## config.mk

```make
export PLATFORM = sky130hd
export DESIGN_NAME = cis_input_select
export DESIGN_NICKNAME = d
export VERILOG_FILES = /design/src/include/cis_pkg.sv /design/src/logic/cis_input_select.sv /design/src/logic/cis_mux_decode.sv
export SDC_FILE = /design/constraint.sdc
export NUM_CORES = 1
export LEC_CHECK = 0
export ABC_CLOCK_PERIOD_IN_PS = 1900
export BUFFER_PORTS_ARGS = -buffer_cell sky130_fd_sc_hd__clkbuf_2
export CAP_MARGIN = 25
export CORE_MARGIN = 2
export CORE_UTILIZATION = 48
export CTS_CLUSTER_SIZE = 20
export DETAILED_ROUTE_END_ITERATION = 7
export PLACE_DENSITY = 0.82
export SYNTH_ARGS = -nofsm -noshare
export SYNTH_HDL_FRONTEND = slang
export SYNTH_SLANG_ARGS = --single-unit
```

## constraint.sdc

```tcl
create_clock -name sys_clk -period 1.9 [get_ports sys_clk]
set_input_delay 0.285 -clock sys_clk [delete_from_list [all_inputs] [get_ports sys_clk]]
set_output_delay 0.285 -clock sys_clk [all_outputs]
set_load 0.02 [all_outputs]
```

## src/include/cis_pkg.sv

```systemverilog
/*
  Package for the comparator input select register: address, reset value,
  field positions and select codes for both analog multiplexers.
  Assumes a special-function-register bus with page, address, strobes.
*/
`default_nettype none
package cis_pkg;
  localparam logic [3:0] CIS_SFR_PAGE = 4'h0;
  localparam logic [7:0] CIS_SFR_ADDR = 8'h9e;
  localparam logic [7:0] CIS_RESET_VAL = 8'hff;
  localparam int CIS_NEG_HI = 7;
  localparam int CIS_NEG_LO = 4;
  localparam int CIS_POS_HI = 3;
  localparam int CIS_POS_LO = 0;

  // negative multiplexer sources
  typedef enum logic [3:0] {
    CIS_NEG_P0_1 = 4'h0,
    CIS_NEG_P0_3 = 4'h1,
    CIS_NEG_P0_5 = 4'h2,
    CIS_NEG_P1_5 = 4'h6,
    CIS_NEG_P1_7 = 4'h7,
    CIS_NEG_P2_1 = 4'h8,
    CIS_NEG_P2_3 = 4'h9,
    CIS_NEG_TOUCH = 4'hc,
    CIS_NEG_HALF_BAT = 4'hd,
    CIS_NEG_DIG_SUPPLY = 4'he,
    CIS_NEG_GROUND = 4'hf
  } cis_neg_code_t;

  // positive multiplexer sources
  typedef enum logic [3:0] {
    CIS_POS_P0_0 = 4'h0,
    CIS_POS_P0_2 = 4'h1,
    CIS_POS_P0_4 = 4'h2,
    CIS_POS_P0_6 = 4'h3,
    CIS_POS_P1_4 = 4'h6,
    CIS_POS_P1_6 = 4'h7,
    CIS_POS_P2_0 = 4'h8,
    CIS_POS_P2_2 = 4'h9,
    CIS_POS_TOUCH = 4'hc,
    CIS_POS_HALF_BAT = 4'hd,
    CIS_POS_BAT_SUPPLY = 4'he,
    CIS_POS_CONV_RAIL = 4'hf
  } cis_pos_code_t;

  // select codes travelling together to the analog side
  typedef struct packed {
    logic [3:0] negative_input_code;
    logic [3:0] positive_input_code;
  } cis_sel_t;

  // one-hot view of the chosen sources, for the analog switch drivers
  typedef struct packed {
    logic [15:0] neg_onehot;
    logic [15:0] pos_onehot;
    logic neg_defined;
    logic pos_defined;
  } cis_mux_t;
endpackage : cis_pkg
`default_nettype wire

```

## src/logic/cis_input_select.sv

```systemverilog
/*
  Comparator 1 input select register on the special-function-register bus,
  with its two select fields and one-hot switch enables.
  Assumes the core drives page, address, write and read strobes on sys_clk.
*/
`timescale 1ns/1ns
`default_nettype none
module cis_input_select
  import cis_pkg::*;
(
  input wire logic sys_clk,
  input wire logic srst,
  input wire logic [3:0] sfr_page,
  input wire logic [7:0] sfr_addr,
  input wire logic sfr_wr,
  input wire logic sfr_rd,
  input wire logic [7:0] sfr_wdata,
  output logic [7:0] sfr_rdata,
  output logic sfr_hit,
  output cis_sel_t sel,
  output cis_mux_t mux
);
  logic [7:0] select_reg;
  logic [7:0] rdata_reg;
  logic hit;

  // address decode
  assign hit = (sfr_page == CIS_SFR_PAGE) && (sfr_addr == CIS_SFR_ADDR);
  assign sfr_hit = hit;

  // select register; firmware writes whole byte
  always_ff @(posedge sys_clk) begin
    if (srst) begin
      select_reg <= CIS_RESET_VAL;
    end else if (sfr_wr && hit) begin
      select_reg <= sfr_wdata;
    end
  end

  // read data registered; other addresses read zero so the core can OR buses
  always_ff @(posedge sys_clk) begin
    if (srst) begin
      rdata_reg <= 8'h00;
    end else if (sfr_rd && hit) begin
      rdata_reg <= select_reg;
    end else begin
      rdata_reg <= 8'h00;
    end
  end
  assign sfr_rdata = rdata_reg;

  // fields straight to the analog multiplexers; one driver for the whole struct
  assign sel = '{
    negative_input_code: select_reg[CIS_NEG_HI:CIS_NEG_LO],
    positive_input_code: select_reg[CIS_POS_HI:CIS_POS_LO]
  };

  // reserved codes open all switches of their own multiplexer rather than guess a source
  cis_mux_decode u_decode (
    .sys_clk(sys_clk),
    .srst(srst),
    .sel(sel),
    .mux(mux)
  );

  // assertions
  property p_write_takes;
    @(posedge sys_clk) disable iff (srst)
      (sfr_wr && hit) |=> (select_reg == $past(sfr_wdata));
  endproperty
  a_write_takes: assert property (p_write_takes)
    else $error("select write not stored");

  property p_read_back;
    @(posedge sys_clk) disable iff (srst)
      (sfr_rd && hit && !sfr_wr) |=> (sfr_rdata == select_reg);
  endproperty
  a_read_back: assert property (p_read_back)
    else $error("read data differs from register");

  property p_no_stray_write;
    @(posedge sys_clk) disable iff (srst)
      (sfr_wr && !hit) |=> $stable(select_reg);
  endproperty
  a_no_stray_write: assert property (p_no_stray_write)
    else $error("other address changed register");

  property p_neg_pin;
    @(posedge sys_clk) disable iff (srst)
      (sel.negative_input_code == CIS_NEG_P2_3) |=>
        (mux.neg_onehot == 16'h0200 && mux.neg_defined);
  endproperty
  a_neg_pin: assert property (p_neg_pin)
    else $error("negative pin code not decoded");

  property p_neg_ground;
    @(posedge sys_clk) disable iff (srst)
      (sel.negative_input_code == CIS_NEG_GROUND) |=>
        (mux.neg_onehot == 16'h8000 && mux.neg_defined);
  endproperty
  a_neg_ground: assert property (p_neg_ground)
    else $error("ground not selected");

  property p_pos_pin;
    @(posedge sys_clk) disable iff (srst)
      (sel.positive_input_code == CIS_POS_P0_6) |=> (mux.pos_onehot == 16'h0008);
  endproperty
  a_pos_pin: assert property (p_pos_pin)
    else $error("positive pin code not decoded");

  property p_pos_rail;
    @(posedge sys_clk) disable iff (srst)
      (sel.positive_input_code == CIS_POS_CONV_RAIL) |=>
        (mux.pos_onehot == 16'h8000 && mux.pos_defined);
  endproperty
  a_pos_rail: assert property (p_pos_rail)
    else $error("converter rail not selected");

  property p_reset_ones;
    @(posedge sys_clk) srst |=> (select_reg == CIS_RESET_VAL);
  endproperty
  a_reset_ones: assert property (p_reset_ones)
    else $error("reset value not all ones");

  property p_reserved_open;
    @(posedge sys_clk) disable iff (srst)
      (sel.negative_input_code == 4'ha) |=>
        (mux.neg_onehot == 16'h0000 && !mux.neg_defined);
  endproperty
  a_reserved_open: assert property (p_reserved_open)
    else $error("reserved code connected a source");

  // positive field has its own reserved set
  property p_pos_reserved_open;
    @(posedge sys_clk) disable iff (srst)
      (sel.positive_input_code == 4'h4) |=>
        (mux.pos_onehot == 16'h0000 && !mux.pos_defined);
  endproperty
  a_pos_reserved_open: assert property (p_pos_reserved_open)
    else $error("reserved positive code connected a source");

  // a miss must not leak data onto the shared read bus
  property p_read_miss_zero;
    @(posedge sys_clk) disable iff (srst)
      (sfr_rd && !hit) |=> (sfr_rdata == 8'h00);
  endproperty
  a_read_miss_zero: assert property (p_read_miss_zero)
    else $error("missed read drove data");

  // read data stands for one cycle only
  property p_read_idle_zero;
    @(posedge sys_clk) disable iff (srst)
      !sfr_rd |=> (sfr_rdata == 8'h00);
  endproperty
  a_read_idle_zero: assert property (p_read_idle_zero)
    else $error("read data held without strobe");

  // read in the write cycle returns the value before the write
  property p_read_old_value;
    @(posedge sys_clk) disable iff (srst)
      (sfr_rd && sfr_wr && hit) |=> (sfr_rdata == $past(select_reg));
  endproperty
  a_read_old_value: assert property (p_read_old_value)
    else $error("read during write not old value");

  property p_neg_low_pin;
    @(posedge sys_clk) disable iff (srst)
      (sel.negative_input_code == CIS_NEG_P0_1) |=>
        (mux.neg_onehot == 16'h0001 && mux.neg_defined);
  endproperty
  a_neg_low_pin: assert property (p_neg_low_pin)
    else $error("first negative pin not decoded");

  property p_neg_touch;
    @(posedge sys_clk) disable iff (srst)
      (sel.negative_input_code == CIS_NEG_TOUCH) |=>
        (mux.neg_onehot == 16'h1000 && mux.neg_defined);
  endproperty
  a_neg_touch: assert property (p_neg_touch)
    else $error("negative touch level not selected");

  property p_neg_half_bat;
    @(posedge sys_clk) disable iff (srst)
      (sel.negative_input_code == CIS_NEG_HALF_BAT) |=>
        (mux.neg_onehot == 16'h2000 && mux.neg_defined);
  endproperty
  a_neg_half_bat: assert property (p_neg_half_bat)
    else $error("negative half battery not selected");

  property p_neg_supply;
    @(posedge sys_clk) disable iff (srst)
      (sel.negative_input_code == CIS_NEG_DIG_SUPPLY) |=>
        (mux.neg_onehot == 16'h4000 && mux.neg_defined);
  endproperty
  a_neg_supply: assert property (p_neg_supply)
    else $error("digital supply not selected");

  property p_pos_low_pin;
    @(posedge sys_clk) disable iff (srst)
      (sel.positive_input_code == CIS_POS_P0_0) |=>
        (mux.pos_onehot == 16'h0001 && mux.pos_defined);
  endproperty
  a_pos_low_pin: assert property (p_pos_low_pin)
    else $error("first positive pin not decoded");

  property p_pos_half_bat;
    @(posedge sys_clk) disable iff (srst)
      (sel.positive_input_code == CIS_POS_HALF_BAT) |=>
        (mux.pos_onehot == 16'h2000 && mux.pos_defined);
  endproperty
  a_pos_half_bat: assert property (p_pos_half_bat)
    else $error("positive half battery not selected");

  property p_pos_battery;
    @(posedge sys_clk) disable iff (srst)
      (sel.positive_input_code == CIS_POS_BAT_SUPPLY) |=>
        (mux.pos_onehot == 16'h4000 && mux.pos_defined);
  endproperty
  a_pos_battery: assert property (p_pos_battery)
    else $error("battery supply not selected");

  // switch enables come out of reset on the all-ones codes
  property p_reset_mux;
    @(posedge sys_clk) srst |=>
      (mux.neg_onehot == 16'h8000 && mux.pos_onehot == 16'h8000 &&
       mux.neg_defined && mux.pos_defined);
  endproperty
  a_reset_mux: assert property (p_reset_mux)
    else $error("switch enables wrong after reset");

  c_write: cover property (@(posedge sys_clk) sfr_wr && hit);
  c_read: cover property (@(posedge sys_clk) sfr_rd && hit);
  c_touch: cover property (@(posedge sys_clk) sel.positive_input_code == CIS_POS_TOUCH);
  c_reserved: cover property (@(posedge sys_clk) !mux.pos_defined);
endmodule : cis_input_select
`default_nettype wire

```

## src/logic/cis_mux_decode.sv

```systemverilog
/*
  Decoder from the two select codes to one-hot switch enables.
  Assumes the codes come from a register on the same clock.
*/
`timescale 1ns/1ns
`default_nettype none
module cis_mux_decode
  import cis_pkg::*;
(
  input wire logic sys_clk,
  input wire logic srst,
  input wire cis_sel_t sel,
  output cis_mux_t mux
);
  // a reserved code opens every switch of its own multiplexer; no source is defined there
  function automatic logic neg_ok(input logic [3:0] c);
    case (c)
      4'h3, 4'h4, 4'h5, 4'ha, 4'hb: neg_ok = 1'b0;
      default: neg_ok = 1'b1;
    endcase
  endfunction : neg_ok

  function automatic logic pos_ok(input logic [3:0] c);
    case (c)
      4'h4, 4'h5, 4'ha, 4'hb: pos_ok = 1'b0;
      default: pos_ok = 1'b1;
    endcase
  endfunction : pos_ok

  // registered so switch drivers never see decode glitches
  always_ff @(posedge sys_clk) begin
    if (srst) begin
      mux.neg_onehot <= 16'h8000;
      mux.pos_onehot <= 16'h8000;
      mux.neg_defined <= 1'b1;
      mux.pos_defined <= 1'b1;
    end else begin
      mux.neg_defined <= neg_ok(sel.negative_input_code);
      mux.pos_defined <= pos_ok(sel.positive_input_code);
      mux.neg_onehot <= neg_ok(sel.negative_input_code) ?
                        (16'h0001 << sel.negative_input_code) : 16'h0000;
      mux.pos_onehot <= pos_ok(sel.positive_input_code) ?
                        (16'h0001 << sel.positive_input_code) : 16'h0000;
    end
  end
endmodule : cis_mux_decode
`default_nettype wire

```

* After elaboration in Yosys (flattened, before gate mapping) *
Index checks and enable logic that the tools add are counted.

storage, ports and cells
  flip-flop bits (word level) = 50
  bits of input ports = 24
  output and inout port bits = 51
  word-level logic and storage cells = 38

operators by class
  equal/unequal tests = 10
  shift-type cells = 2
  muxes and demuxes = 6
  bitwise logic cells = 3
  reductions and logical operators = 9

operators with widths
  kind                                               number
  two-way mux 16 bit                                 2
  << shifter 1 x 4 -> 16 bit (first input constant)  2
  == test 4 x 3 -> 1 bit (second input constant)     4
  == test 4 bit (second input constant)              4
  == test 8 bit (second input constant)              1
  OR reduction 2 bit                                 3
  OR reduction 5 bit                                 1
  == test 4 x 2 -> 1 bit (second input constant)     1
  logical NOT 4 bit                                  1
  two-way mux 1 bit                                  4
  OR reduction 4 bit                                 1
  logical AND 1 bit                                  3
  inverter 1 bit                                     3

* Longest topological paths before layout *
  word-level depth = 6
  gate-level depth with buffers = 4
  mapped depth without buffers = 3

* Cells and area by module *
Synthesis repeated with hierarchy kept, for this count alone.

second synthesis, totals
  cells, all modules = 142
  area total of the unflattened synthesis = 1,556.5 µm²

modules (own cells, without submodules)
  module            times used  cells each  area each (µm²)  seq. area each (µm²)
  cis_mux_decode    1           83          965.9            680.7
  cis_input_select  1           59          590.6            320.3

* Worst setup path before layout *
OpenSTA, ideal clock, no wires.

  kind = register to register
  start point = register select_reg[2], in the netlist sel[2]
  end point = register u_decode.mux[0] (netlist name)
  setup time = 0.114 ns
  data arrival time = 1.140 ns
  required time = 1.786 ns
  setup slack = 0.646 ns
  stages on the path, launching flop included = 3
  path buffers = 0
  period minus slack after synthesis = 1.254 ns
  path through = dfxtp_1 -> or3b_2 -> a21o_1

between the ends
  word-level cells in the longest chain between the ends = 3
  elaborated cells between the ends (all ways) = 6
  classes of those cells = eq/ne: 4; mux: 1; reduce/logical: 1

RTL lines
  element                                                         line                    text
  start: declaration                                              cis_input_select.sv:23  logic [7:0] select_reg;
  start signal: assignment                                        cis_input_select.sv:36  select_reg <= sfr_wdata;
  == test 4 x 3 -> 1 bit / == test 4 bit (equally long branches)  cis_mux_decode.sv:24    case (c)
  OR reduction 4 bit (*)                                          cis_mux_decode.sv:24
  two-way mux 1 bit (*)                                           cis_mux_decode.sv:24

Every way passes the cells marked *; elsewhere a longest branch is shown, timed or not.
A chain may end at the register's enable or synchronous reset.

* Worst setup path after layout *
  start point = register select_reg[5], in the netlist sel[5]
  end point = output port sel[5] (netlist name)

RTL lines
  element           line                    text
  end: declaration  cis_input_select.sv:20  output cis_sel_t sel,

No word-level cell between the ends.

==> reports/qor.yml <==
outcome:
  outcome: "finished clean"
critical_path:
  cp.arrival_ps: 1160
  path_class: "flip-flop to primary output"
  crit_fanout: 12
  cp_cell_sequence: "clkbuf_2"
  crit_path_end_kind: "primary output"
  critPathBufInv: 1
  worst_ep_required_time_ps: 1620
  start_kind: "flip-flop"
  cp_top_family: "flip-flops"
  critical_path.max_stage_delay_ps: 570
  slowest_stage: "dfxtp_1"
global_routing:
  grt_pass1_wl_um: 4450
  grt_pass1_vias: 1008
  antenna_found_initial: 0
  grt_start_max_net_pins: 21
  overflow: 0
  met3_usage_pct: 6.18
  grt_usage_pct: 17.2
  grtUsageMet1_pct: 18.9
  use_met2_pct: 29.3
  top_usage_layer: "met2"
sta:
  setup_viol: 0
  rsz0062_at_grt: "false"
  period_needed_ps: 1450
  final.setup.tns_ps: 0
  hold_violations: 0
  fin_crit_sh_pct: 76.3
  timing.fmax_ghz: 0.690
  drv_slew: 0
  finClkSkew_ps: 3.17
route:
  via_per_inst: 4.55
  wl_per_cell_um: 10.8
  totalWireLength_um: 2920
  first_pass_iters: 4
  drc: 0
  drt_iter0_markers: 25
  vias: 1224
  drt.antenna.violating_nets: 0
power:
  clkPwrFrac_pct: 33.9
  p_int_mw: 1.37
  switching_power_uw: 344
  vdd_ir_drop_max_mv: 0.428
  power_density_mw_per_mm2: 827
  p_leak_nw: 1.03
  seq_power_share_pct: 61.9
  swShare_pct: 20.1
  p_comb_share_pct: 4.2
layout:
  instances_no_fill: 269
  multiInputGateArea_um2: 559
  fill_cells: 270
  n_antenna_cell: 0
  register_area_mm2: 0.00100
  final_layout_size_suffix_gt1_share_pct: 43.1
  syn_to_final_growth_pct: 33.4
  nets: 248
floorplan:
  die_area_mm2: 0.00371
  core_mm2: 0.00305
  die_x_um: 60.9
  initial_core_util_pct: 50.9
  ios: 75
  rows: 20
  die_y_um: 60.9
synthesis:
  synth_top_area_share_pct: 64.5
  avgSynthCellArea_um2: 11.1
  yosysWarnings: 0
  synth-async-reset-ratio_pct: 0
  synth_common_cells: "dfxtp_1, nor2_1, and2_2, mux2i_1"
  synth_most_common_cell: "dfxtp_1"
  syn_inst: 140
  synth_area_mm2: 0.00155
  yosysUniqueCellTypes: 22
  yosysSeqAreaShare_pct: 64.5
  synth_top_cell_by_area: "dfxtp_1"
  ys.flop_type: "dfxtp_1"
  synth_edf_count: 0
  ys_ff_latch: 50
  ys_top_cells_by_area: "dfxtp_1, nor2_1, mux2i_1, and2_2, nor3_1"
clocking:
  htree_num_levels: 2
  cts_buffer_depth: 2
  cts_hold_buf: 0
  cts_buffers: 5
  path_clk_slew_ps: 130
  cts-root-buf: "clkbuf_4"
  postCtsSetupBuffers: 0
  clock_latency_ps: 350
  cts.sinks: 50
  cts_resized: 0
  cts_tree: "done"
run:
  drv_cap: 0
worst_hold_path:
  hold_class: "input pin to flip-flop"
placed_design:
  dp_cells: 261
  globalplace.congestion: 0.767
  dp_hpwl_um: 2260
  port_buffers: 74
[state kept, by name, summed over array words and instances (netlist names)]
signal	count
sfr_rdata	8
u_decode.mux	34
sel	8
[per-stage QoR]
stage	setup slack (ps)	hold slack, ps	power [mW]	cell area (µm²)	util [%]
6_report	451	177	1.71	2070	67.9
5_1_grt	362	151	1.79	2070	67.9
4_1_cts	429	156	1.74	2070	67.9
3_5_place_dp	475	545	1.16	1990	65.3
3_3_place_gp	511	537	1.15	1990	65.3
2_1_floorplan	646	446	1.12	1580	-
[power by group through the flow]
stage | clock, mW | combinational [mW] | sequential, mW
2_1_floorplan | 0 | 0.0198 | 1.10
3_3_place_gp | 0 | 0.0708 | 1.08
3_5_place_dp | 0 | 0.0724 | 1.08
4_1_cts | 0.604 | 0.0725 | 1.06
5_1_grt | 0.651 | 0.0804 | 1.06
6_report | 0.581 | 0.0718 | 1.06
[kinds of logic after synthesis]
family                 share of synthesized area, %
flip-flops                                     64.5
AND/OR/NAND/NOR                                26.4
AO/OA/AOI/OAI                                  2.26
other                                         0.242
buffers and inverters                          1.45
multiplexers                                   5.16
[worst paths after layout]
path	startpoint	to	slack (ps)	depth (start not counted)
worst max-delay path	sel[5]$_SDFFE_PP1P_	sel[5]	450	1
worst min-delay path	sfr_wdata[1]	sel[1]$_SDFFE_PP1P_	180	3
worst max register to register	sel[2]$_SDFFE_PP1P_	u_decode.mux[0]$_SDFF_PP1_	660	2
worst min register to register	sel[6]$_SDFFE_PP1P_	u_decode.mux[24]$_SDFF_PP0_	580	2
[routing by layer]
layer | up-vias | wire length (µm)
met5 | - | 0
met4 | 0 | 24
met3 | 2 | 211
met2 | 51 | 1470
met1 | 544 | 1210
li1 | 627 | -
[area by class of cell]
type	instances	share of cell area (%)
clock buffer	6	1.99
multi-input combinational	92	27.0
sequential	50	48.3
clock inverter	2	1.81
timing repair buffer	75	18.2
tap	44	2.66
[placed cells by master, fill, tap and decap left out, types with 2 or more instances in the layout]
cell and count:
nand2b_1 4, nor3b_1 2, nand2_1 6, nand3b_1 3
dfxtp_1 50, mux2i_1 8, and2_2 8, nor3_1 6
a41o_1 2, and4bb_2 2, clkbuf_2 74, or3_1 2
nor2_1 32, conb_1 9, clkbuf_4 5
[worst min-delay path, cell delays in order]
cell	delay [ps]
clkbuf_2	80
nor2_1	30
mux2i_1	100
(Power assumes the default switching activity.)
